## config.mk

```make
export PLATFORM = sky130hd
export DESIGN_NAME = sweep_sequencer
export DESIGN_NICKNAME = d
export VERILOG_FILES = /design/src/rtl/sweep_pkg.sv /design/src/rtl/sweep_sequencer.sv
export VERILOG_INCLUDE_DIRS = /design/src /design/src/rtl
export SDC_FILE = /design/constraint.sdc
export NUM_CORES = 1
export LEC_CHECK = 0
export ABC_AREA = 1
export BUFFER_PORTS_ARGS = -buffer_cell sky130_fd_sc_hd__buf_4
export CORE_MARGIN = 2
export CORE_UTILIZATION = 25
export CTS_CLUSTER_SIZE = 8
export DETAILED_ROUTE_END_ITERATION = 8
export PLACE_DENSITY = 0.42
export SLEW_MARGIN = 20
export SYNTH_ARGS = -nofsm -noshare
export SYNTH_HDL_FRONTEND = slang
export SYNTH_SLANG_ARGS = --single-unit
```

## constraint.sdc

```tcl
create_clock -name clk -period 13.18 [get_ports clk]
set_input_delay 1.977 -clock clk [delete_from_list [all_inputs] [get_ports clk]]
set_output_delay 1.977 -clock clk [all_outputs]
set_load 0.1 [all_outputs]
```

## src/rtl/sweep_map.svh

```systemverilog
// Register offsets, field positions, reset values and timing counts.
`ifndef SWEEP_MAP_SVH
`define SWEEP_MAP_SVH
`define A_CTRL    6'h00
`define A_START   6'h04
`define A_STOP    6'h08
`define A_STEPS   6'h0C
`define A_DWELL   6'h10
`define A_CMD     6'h14
`define A_STAT    6'h18
`define A_VALUE   6'h1C
`define A_SET     6'h20
`define A_MK0     6'h28
`define A_MK4     6'h38
`define F_TYPE    0
`define F_MODE    3
`define F_FM      5
`define F_MKEN    6
`define F_OUTEN   7
`define F_TRIG    8
`define CTRL_MASK 32'h0000_07FF
`define CTRL_RST  32'h0000_0081
`define C_START   0
`define C_STOP    1
`define C_CONT    2
`define C_RESET   3
`define C_ABORT   4
`define C_INC     5
`define C_DEC     6
`define C_XFER    7
`define F_CALC    2
`define F_AVAIL   3
`define F_PROG    16
`define F_MKON    16
`define START_RST 16'h0000
`define STOP_RST  16'hFFFF
`define STEPS_RST 14'h03E8
`define DWELL_RST 16'h0032
`define LIM_FM    14'h00FA
`define LIM_CW    14'h03E8
`define LIM_GEN   14'h2710
`define CLK_HZ    20000000
`define TICK_US   1000
`define TICK_CYC  (`CLK_HZ / 1000000 * `TICK_US)
`endif

```

## src/rtl/sweep_pkg.sv

```systemverilog
// Types shared by the sweep sequencer.
package sweep_pkg;
    typedef enum logic [1:0] {
        ST_IDLE  = 2'b00,
        ST_CALC  = 2'b01,
        ST_SWEEP = 2'b10,
        ST_PAUSE = 2'b11
    } state_t;
    typedef enum logic [2:0] {
        TY_CARRIER = 3'b000,
        TY_LEVEL   = 3'b001,
        TY_MODRATE = 3'b010,
        TY_LFFREQ  = 3'b011,
        TY_LFLEVEL = 3'b100
    } stype_t;
    typedef enum logic [1:0] {
        MD_SINGLE = 2'b00,
        MD_CONT   = 2'b01,
        MD_EXT    = 2'b10
    } smode_t;
    typedef enum logic [2:0] {
        TF_NONE  = 3'b000,
        TF_START = 3'b001,
        TF_STEP  = 3'b010,
        TF_TONES = 3'b011,
        TF_RUP   = 3'b100,
        TF_RDN   = 3'b101
    } tfunc_t;
endpackage

```

## src/rtl/sweep_sequencer.sv

```systemverilog
// Stepped sweep sequencer with Avalon-MM register access.
`timescale 1ns/1ns
`include "sweep_map.svh"

module sweep_sequencer
    import sweep_pkg::*;
#(
    parameter int VW       = 16,
    parameter int SW       = 14,
    parameter int TICK_CYC = `TICK_CYC
) (
    input  wire logic          clk,
    input  wire logic          rst_n,
    input  wire logic [5:0]    avs_address,
    input  wire logic          avs_read,
    input  wire logic          avs_write,
    input  wire logic [31:0]   avs_writedata,
    output logic      [31:0]   avs_readdata,
    output logic               avs_waitrequest,
    input  wire logic          ext_trig_n,
    output logic               marker,
    output logic      [VW-1:0] sweep_value,
    output logic               rf_enable,
    output logic      [VW-1:0] setting_value,
    output logic               setting_load,
    output logic               tones_send,
    output logic               recall_up,
    output logic               recall_down
);
    localparam int BW = $clog2(VW + 1);
    localparam int TW = $clog2(TICK_CYC);

    if (VW < 2 || VW > 16 || SW < 14 || SW > 16 || TICK_CYC < 2)
    begin : g_chk
        $error("sweep_sequencer: unsupported parameter values");
    end

    logic [31:0]   ctrl_r;
    logic [VW-1:0] start_r;
    logic [VW-1:0] stop_r;
    logic [SW-1:0] steps_r;
    logic [15:0]   dwell_r;
    logic [VW-1:0] mk_val_r [5];
    logic [4:0]    mk_on_r;
    state_t        state_r;
    state_t        st_nxt;
    logic [SW-1:0] idx_r;
    logic [SW-1:0] idx_nxt;
    logic [VW-1:0] val_r;
    logic [VW-1:0] inc_r;
    logic [VW-1:0] dvd_r;
    logic [SW:0]   rem_r;
    logic [BW-1:0] bit_r;
    logic          calc_req_r;
    logic          avail_r;
    logic          ack_r;
    logic          trig_q_r;
    logic [TW-1:0] tick_r;
    logic [15:0]   dw_r;
    logic          marker_r;
    logic [VW-1:0] setting_r;
    logic          load_r;
    logic          tones_r;
    logic          rup_r;
    logic          rdn_r;
    logic          go;
    logic [31:0]   rd_mux;

    // Bus slave: one wait state, write lands when waitrequest is low.
    wire req  = avs_read | avs_write;
    wire wr   = avs_write & ack_r;
    wire rd   = avs_read & ~ack_r;
    wire [5:0] a = avs_address;
    wire [31:0] wd = avs_writedata;
    assign avs_waitrequest = req & ~ack_r;

    wire wr_ctrl  = wr && a == `A_CTRL;
    wire wr_start = wr && a == `A_START;
    wire wr_stop  = wr && a == `A_STOP;
    wire wr_steps = wr && a == `A_STEPS;
    wire wr_dwell = wr && a == `A_DWELL;
    wire wr_cmd   = wr && a == `A_CMD;
    wire mk_hit   = a >= `A_MK0 && a <= `A_MK4 && a[1:0] == 2'b00;
    wire [2:0] mk_sel = 3'(a[5:2] - `A_MK0 / 4);

    wire [7:0] cmd = wr_cmd ? wd[7:0] : 8'h00;
    wire c_start = cmd[`C_START];
    wire c_stop  = cmd[`C_STOP];
    wire c_cont  = cmd[`C_CONT];
    wire c_reset = cmd[`C_RESET];
    wire c_abort = cmd[`C_ABORT];
    wire c_inc   = cmd[`C_INC];
    wire c_dec   = cmd[`C_DEC];
    wire c_xfer  = cmd[`C_XFER];

    stype_t ctype;
    smode_t cmode;
    tfunc_t tfunc;
    assign ctype = stype_t'(ctrl_r[`F_TYPE +: 3]);
    assign cmode = smode_t'(ctrl_r[`F_MODE +: 2]);
    assign tfunc = tfunc_t'(ctrl_r[`F_TRIG +: 3]);
    wire fm_on = ctrl_r[`F_FM];
    wire mk_en = ctrl_r[`F_MKEN];
    wire rf_on = ctrl_r[`F_OUTEN];

    // The limit depends on sweep type and modulation.
    wire carrier = ctype == TY_CARRIER;
    wire [SW-1:0] lim = carrier ? (fm_on ? SW'(`LIM_FM) : SW'(`LIM_CW))
                                : SW'(`LIM_GEN);
    // Out of range counts are clamped rather than refused.
    wire [SW-1:0] steps_eff = (steps_r == '0) ? SW'(1)
                            : (steps_r > lim) ? lim : steps_r;

    wire dir_dn = stop_r < start_r;
    wire [VW-1:0] span = dir_dn ? start_r - stop_r : stop_r - start_r;

    // Restoring division of the span by the step count.
    wire [SW:0] trial = {rem_r[SW-1:0], dvd_r[VW-1]};
    wire ge = trial >= {1'b0, steps_eff};
    wire [SW:0] rem_nxt = ge ? trial - {1'b0, steps_eff} : trial;
    wire calc_go = state_r == ST_IDLE && calc_req_r;
    wire calc_end = state_r == ST_CALC && bit_r == BW'(VW - 1);
    wire busy = calc_req_r || state_r == ST_CALC;

    // The last point is forced to the stop value so rounding never shows.
    function automatic logic [VW-1:0] vfun(input logic [SW-1:0] k);
        logic [VW+SW-1:0] p;
        p = k * inc_r;
        if (k >= steps_eff)
            return stop_r;
        return dir_dn ? start_r - p[VW-1:0] : start_r + p[VW-1:0];
    endfunction
    wire [VW-1:0] vn = vfun(idx_nxt);

    // The trigger arrives already synchronised and debounced.
    wire trig_fall = trig_q_r & ~ext_trig_n;
    wire ext_mode = cmode == MD_EXT;
    wire ext_step = ext_mode && tfunc == TF_STEP;
    wire ext_start = trig_fall && ext_mode && tfunc == TF_START;

    // Millisecond enable for the dwell timer.
    wire tick = tick_r == TW'(TICK_CYC - 1);
    wire dwell_done = tick && dw_r + 16'h0001 >= dwell_r;
    // External step mode replaces the dwell timer by triggers.
    wire step_ev = ext_step ? trig_fall : dwell_done;
    wire last = idx_r >= steps_eff;

    always_comb begin
        st_nxt  = state_r;
        idx_nxt = idx_r;
        go      = 1'b0;
        unique case (state_r)
            ST_IDLE: begin
                if (calc_req_r) begin
                    st_nxt = ST_CALC;
                end else if (c_start || ext_start) begin
                    st_nxt  = ST_SWEEP;
                    idx_nxt = '0;
                    go      = 1'b1;
                end
            end
            ST_CALC: begin
                if (calc_end)
                    st_nxt = ST_IDLE;
            end
            ST_SWEEP: begin // Other commands are not decoded here.
                if (c_abort && avail_r) begin
                    st_nxt = ST_IDLE;
                end else if (c_stop) begin
                    st_nxt = ST_PAUSE;
                end else if (step_ev) begin
                    if (!last) begin
                        idx_nxt = idx_r + 1'b1;
                        go      = 1'b1;
                    end else if (cmode == MD_CONT) begin
                        idx_nxt = '0;
                        go      = 1'b1;
                    end else begin
                        st_nxt = ST_IDLE;
                    end
                end
            end
            ST_PAUSE: begin
                if (c_reset) begin
                    st_nxt = ST_IDLE;
                end else if (c_cont) begin
                    st_nxt = ST_SWEEP;
                end else if (c_inc && !last) begin
                    idx_nxt = idx_r + 1'b1;
                end else if (c_dec && idx_r != '0) begin
                    idx_nxt = idx_r - 1'b1;
                end
            end
        endcase
    end

    // A marker is hit when it lies on the stretch just swept.
    logic [4:0] hit;
    for (genvar k = 0; k < 5; k++) begin : g_mk
        wire [VW-1:0] m = mk_val_r[k];
        wire first = idx_nxt == '0;
        wire pass = dir_dn ? (m < val_r && m >= vn)
                           : (m > val_r && m <= vn);
        assign hit[k] = mk_on_r[k] && (first ? m == vn : pass);
    end

    wire [31:0] stat = {{(16 - SW){1'b0}}, idx_r, 12'h000,
                        avail_r, busy, state_r};
    assign rd_mux =
        (a == `A_CTRL)  ? ctrl_r :
        (a == `A_START) ? 32'(start_r) :
        (a == `A_STOP)  ? 32'(stop_r) :
        (a == `A_STEPS) ? 32'(steps_eff) :
        (a == `A_DWELL) ? 32'(dwell_r) :
        (a == `A_STAT)  ? stat :
        (a == `A_VALUE) ? 32'(val_r) :
        (a == `A_SET)   ? 32'(setting_r) :
        mk_hit ? (32'(mk_val_r[mk_sel]) |
                 (32'(mk_on_r[mk_sel]) << `F_MKON)) : 32'h0000_0000;

    always_ff @(posedge clk or negedge rst_n) begin
        if (!rst_n) begin
            ack_r        <= 1'b0;
            avs_readdata <= 32'h0000_0000;
        end else begin
            ack_r <= req & ~ack_r;
            if (rd)
                avs_readdata <= rd_mux;
        end
    end

    // Abort clears the output enable even against a same-cycle write.
    always_ff @(posedge clk or negedge rst_n) begin
        if (!rst_n) begin
            ctrl_r  <= `CTRL_RST;
            start_r <= VW'(`START_RST);
            stop_r  <= VW'(`STOP_RST);
            steps_r <= SW'(`STEPS_RST);
            dwell_r <= `DWELL_RST;
        end else begin
            if (wr_ctrl)
                ctrl_r <= wd & `CTRL_MASK;
            if (state_r == ST_SWEEP && c_abort && avail_r)
                ctrl_r[`F_OUTEN] <= 1'b0;
            if (wr_start)
                start_r <= wd[VW-1:0];
            if (wr_stop)
                stop_r <= wd[VW-1:0];
            if (wr_steps)
                steps_r <= wd[SW-1:0];
            if (wr_dwell)
                dwell_r <= wd[15:0];
        end
    end

    always_ff @(posedge clk or negedge rst_n) begin
        if (!rst_n) begin
            mk_on_r <= 5'h00;
            for (int i = 0; i < 5; i++)
                mk_val_r[i] <= '0;
        end else if (wr && mk_hit) begin
            mk_val_r[mk_sel] <= wd[VW-1:0];
            mk_on_r[mk_sel]  <= wd[`F_MKON];
        end
    end

    // A write during a calculation queues a fresh one; set beats clear.
    wire wr_param = wr_ctrl | wr_start | wr_stop | wr_steps;
    always_ff @(posedge clk or negedge rst_n) begin
        if (!rst_n) begin
            calc_req_r <= 1'b1;
            dvd_r      <= '0;
            rem_r      <= '0;
            bit_r      <= '0;
            inc_r      <= '0;
        end else begin
            calc_req_r <= wr_param | (calc_req_r & ~calc_go);
            if (calc_go) begin
                dvd_r <= span;
                rem_r <= '0;
                bit_r <= '0;
            end else if (state_r == ST_CALC) begin
                dvd_r <= {dvd_r[VW-2:0], ge};
                rem_r <= rem_nxt;
                bit_r <= bit_r + 1'b1;
                if (calc_end)
                    inc_r <= {dvd_r[VW-2:0], ge};
            end
        end
    end

    always_ff @(posedge clk or negedge rst_n) begin
        if (!rst_n) begin
            state_r <= ST_IDLE;
            idx_r   <= '0;
            val_r   <= '0;
            avail_r <= 1'b0;
        end else begin
            state_r <= st_nxt;
            idx_r   <= idx_nxt;
            val_r   <= vn;
            if (state_r == ST_IDLE && st_nxt == ST_SWEEP)
                avail_r <= rf_on;
        end
    end

    always_ff @(posedge clk or negedge rst_n) begin
        if (!rst_n) begin
            tick_r <= '0;
            dw_r   <= 16'h0000;
        end else begin
            tick_r <= tick ? '0 : tick_r + 1'b1;
            if (state_r != ST_SWEEP || go || dwell_done)
                dw_r <= 16'h0000;
            else if (tick)
                dw_r <= dw_r + 16'h0001;
        end
    end

    // The pulse spans from one step advance to the next.
    always_ff @(posedge clk or negedge rst_n) begin
        if (!rst_n) begin
            marker_r <= 1'b0;
        end else if (!mk_en || st_nxt != ST_SWEEP) begin
            marker_r <= 1'b0;
        end else if (go) begin
            marker_r <= |hit;
        end
    end

    always_ff @(posedge clk or negedge rst_n) begin
        if (!rst_n) begin
            trig_q_r  <= 1'b1;
            tones_r   <= 1'b0;
            rup_r     <= 1'b0;
            rdn_r     <= 1'b0;
            setting_r <= '0;
            load_r    <= 1'b0;
        end else begin
            trig_q_r <= ext_trig_n;
            tones_r  <= trig_fall && tfunc == TF_TONES;
            rup_r    <= trig_fall && tfunc == TF_RUP;
            rdn_r    <= trig_fall && tfunc == TF_RDN;
            load_r   <= 1'b0;
            if (state_r == ST_PAUSE && c_xfer && !c_reset && !c_cont) begin
                setting_r <= val_r;
                load_r    <= 1'b1;
            end
        end
    end

    assign marker        = marker_r;
    assign sweep_value   = val_r;
    assign rf_enable     = rf_on;
    assign setting_value = setting_r;
    assign setting_load  = load_r;
    assign tones_send    = tones_r;
    assign recall_up     = rup_r;
    assign recall_down   = rdn_r;

    wire in_sw = state_r == ST_SWEEP;
endmodule // sweep_sequencer

```

==> out/summary.txt <==
Clock Path Buffers -> 3
Number of global-route vias before repair -> 26000
Worst path required time -> 13.66 ns
Final Power -> 8.56 mW
GRT Resource Usage Total -> 19.9%
Grt ovf -> 0
TritonCTS Buffers -> 48
Final Hold Viols -> 0
Largest Register -> g_mk.m
Status -> finished, final reports clean
Sink Count -> 327
Yosys reg bits -> 327
H-Tree Depth -> 2
Post-synth top flop -> dfrtp_1
RSZ-0062 raised after global routing -> true
Post-synth cell types -> 72
Post-synth top area share -> 26.5%
Largest registers -> g_mk.m: 80 flops, avs_readdata: 30 flops
Leakage -> 16.3 nW
Max Clk Rate -> 0.0795 GHz
Ant diodes -> 0
Synth async-reset ratio -> 100%
HPWL after detailed placement -> 91300 um
First-pass GRT wire length -> 173000 um
Crit path largest cell delay -> 0.55 ns
Seq/Total Area, Yosys -> 29.2%
Number of max-cap violations -> 0
Number of synthesized flops with an enable pin -> 0
Slew Limit Fails -> 0
Die H -> 339 um
Mapped Area -> 0.0281 mm2
Post-synth top area cell -> dfrtp_1
Die width -> 339 um
Crit path kind -> register to register
Final WL -> 116000 um
WL/cell -> 21.0 um
Crit Path Max Fanout -> 7
Post-route ant nets -> 0
Post-Synthesis Cells -> 3783
Clock Pin Slew Worst Setup and Hold Paths -> 0.05 ns
Max reg flops -> 80
Area grow syn2layout -> 19.7%
Core area -> 0.112 mm2
DRC viols -> 0
Syn_area_per_cell -> 7.44 um2
Crit path DAT -> 13.07 ns
Hold crit path type -> register to register
Critical-path top delay cell -> fa_1
Endpoints failing setup -> 0
CTS tree -> yes
Initial drt markers -> 1757
Most common cell in the netlist -> nand2_1
Cell mode on critical path -> inv_1
Synth warn -> 0
Post-layout min period -> 12.58 ns
Post-placement cell count -> 5416
Initial antenna violation count -> 7
Port Buffers -> 96
Layout cell share with drive strength beyond 1 -> 13.4%
VDD IR-drop max -> 0.000164 V
# rows -> 123
Clock Latency Late Sink -> 0.62 ns
Most instantiated cells after synthesis -> nand2_1, inv_1, o21ai_0
Worst-Margin Slew -> 1.14 ns
Root buffer cell -> clkbuf_16
Nets -> 4424
Startpoint types -> register
Initial core utilization -> 25.1%
Largest net degree at the start of global routing -> 131
Power per cell area -> 254 mW/mm2
Clock Skews -> 0.0220 ns
Area contributors post-synth -> dfrtp_1, ha_1, nand2_1
Rel. slew slack -> 23.2%
Via/cell ratio -> 4.78
Post-route clock period utilization -> 95.5%
Util after Layout -> 30.1%
Via count -> 26400
Placer's final routability congestion estimate -> 0.894
Post-Layout Cell Count -> 5525
Setup crit end kind -> register
Die area -> 0.115 mm2
Boundary Pins -> 114
DR pass1 iterations -> 6
==> kinds of logic after synthesis <==
family                   count (synthesis)  share of synthesized area (%)
XOR/XNOR                                83                           2.58
other                                    1                         0.0133
AO/OA/AOI/OAI                          795                           16.3
adder cells (fa/ha/maj)                394                           19.8
multiplexers                             6                          0.240
AND/OR/NAND/NOR                       1482                           22.3
flip-flops                             327                           29.2
buffers and inverters                  695                           9.59
==> what timing repair did <==
action | in CTS | in global routing
hold buffers | 0 | 0
pin swaps | 7 | 78
buffers inserted | 3 | 19
endpoints found under the setup margin | 1 | 1
cloned | 0 | 1
gates resized for setup | 12 | 154
==> routing by layer <==
layer | share of wire (%) | wire length, um | GRT usage, %
met1 | 47 | 54800 | 27.7
met2 | 45 | 52500 | 32.1
met3 | 4.3 | 5050 | 2.37
met5 | 0 | 0 | 0
met4 | 3.2 | 3720 | 6.14
==> metrics by stage <==
stage,instance area (um2),hold slack [ns],TNS [ns],setup slack [ns]
6_report,33700,0.463,0,0.598
5_1_grt,33700,0.492,-0.176,-0.176
4_1_cts,32900,0.454,0,0.0314
3_5_place_dp,31400,0.447,-0.298,-0.298
3_3_place_gp,31400,0.443,-0.223,-0.223
2_1_floorplan,28100,0.411,0,0.898
==> power breakdown <==
part | internal, mW | switching (mW)
Combinational | 2.15 | 3.81
Sequential | 1.16 | 0.222
Clock | 0.712 | 0.513
Total | 4.02 | 4.54
==> area by class of cell <==
cell class | count | area, um2
fill | 12300 | 78400
timing repair buffer | 275 | 2140
clock buffer | 85 | 1390
multi-input combinational | 2762 | 17800
inverter | 573 | 2170
sequential | 327 | 8220
tap | 1500 | 1880
clock inverter | 3 | 48.8
==> layout by cell type, fill, tap and decap left out, types with 34 or more instances in the layout <==
cell / instances
ha_1: 294
buf_4: 264
o22ai_1: 53
dfrtp_1: 297
nand2_2: 34
fa_1: 83
inv_1: 541
nand3_1: 166
clkbuf_16: 50
nor2_1: 285
nand4_1: 51
nand2_1: 826
xor2_1: 57
a21oi_1: 181
o21ai_0: 346
o221ai_1: 39
==> critical path: cells and delay by family, from the launching register on <==
kind                     cells  cell delay [ns]
AO/OA/AOI/OAI               14             1.90
XOR/XNOR                     3             0.47
adder cells (fa/ha/maj)     11             4.32
buffers and inverters       20             1.91
flip-flops                   1             0.41
AND/OR/NAND/NOR             29             3.42
==> final timing paths <==
kind | from | end | slack (ns) | cells past startpoint
setup / recovery | ctrl_r[1]$_DFFE_PN0P_ | marker$_DFFE_PN0P_ | 0.60 | 77
hold / removal | ctrl_r[10]$_DFFE_PN0P_ | tones_send$_DFF_PN0_ | 0.46 | 1
setup reg to reg | ctrl_r[1]$_DFFE_PN0P_ | marker$_DFFE_PN0P_ | 0.60 | 77
hold reg to reg | ctrl_r[10]$_DFFE_PN0P_ | tones_send$_DFF_PN0_ | 0.46 | 1
max in group asynchronous | rst_n | avs_readdata[21]$_DFFE_PN0P_ | 9.73 | 3
min in group asynchronous | rst_n | sweep_value[14]$_DFF_PN0_ | 1.33 | 1
Power figures use the tool's default switching activity.
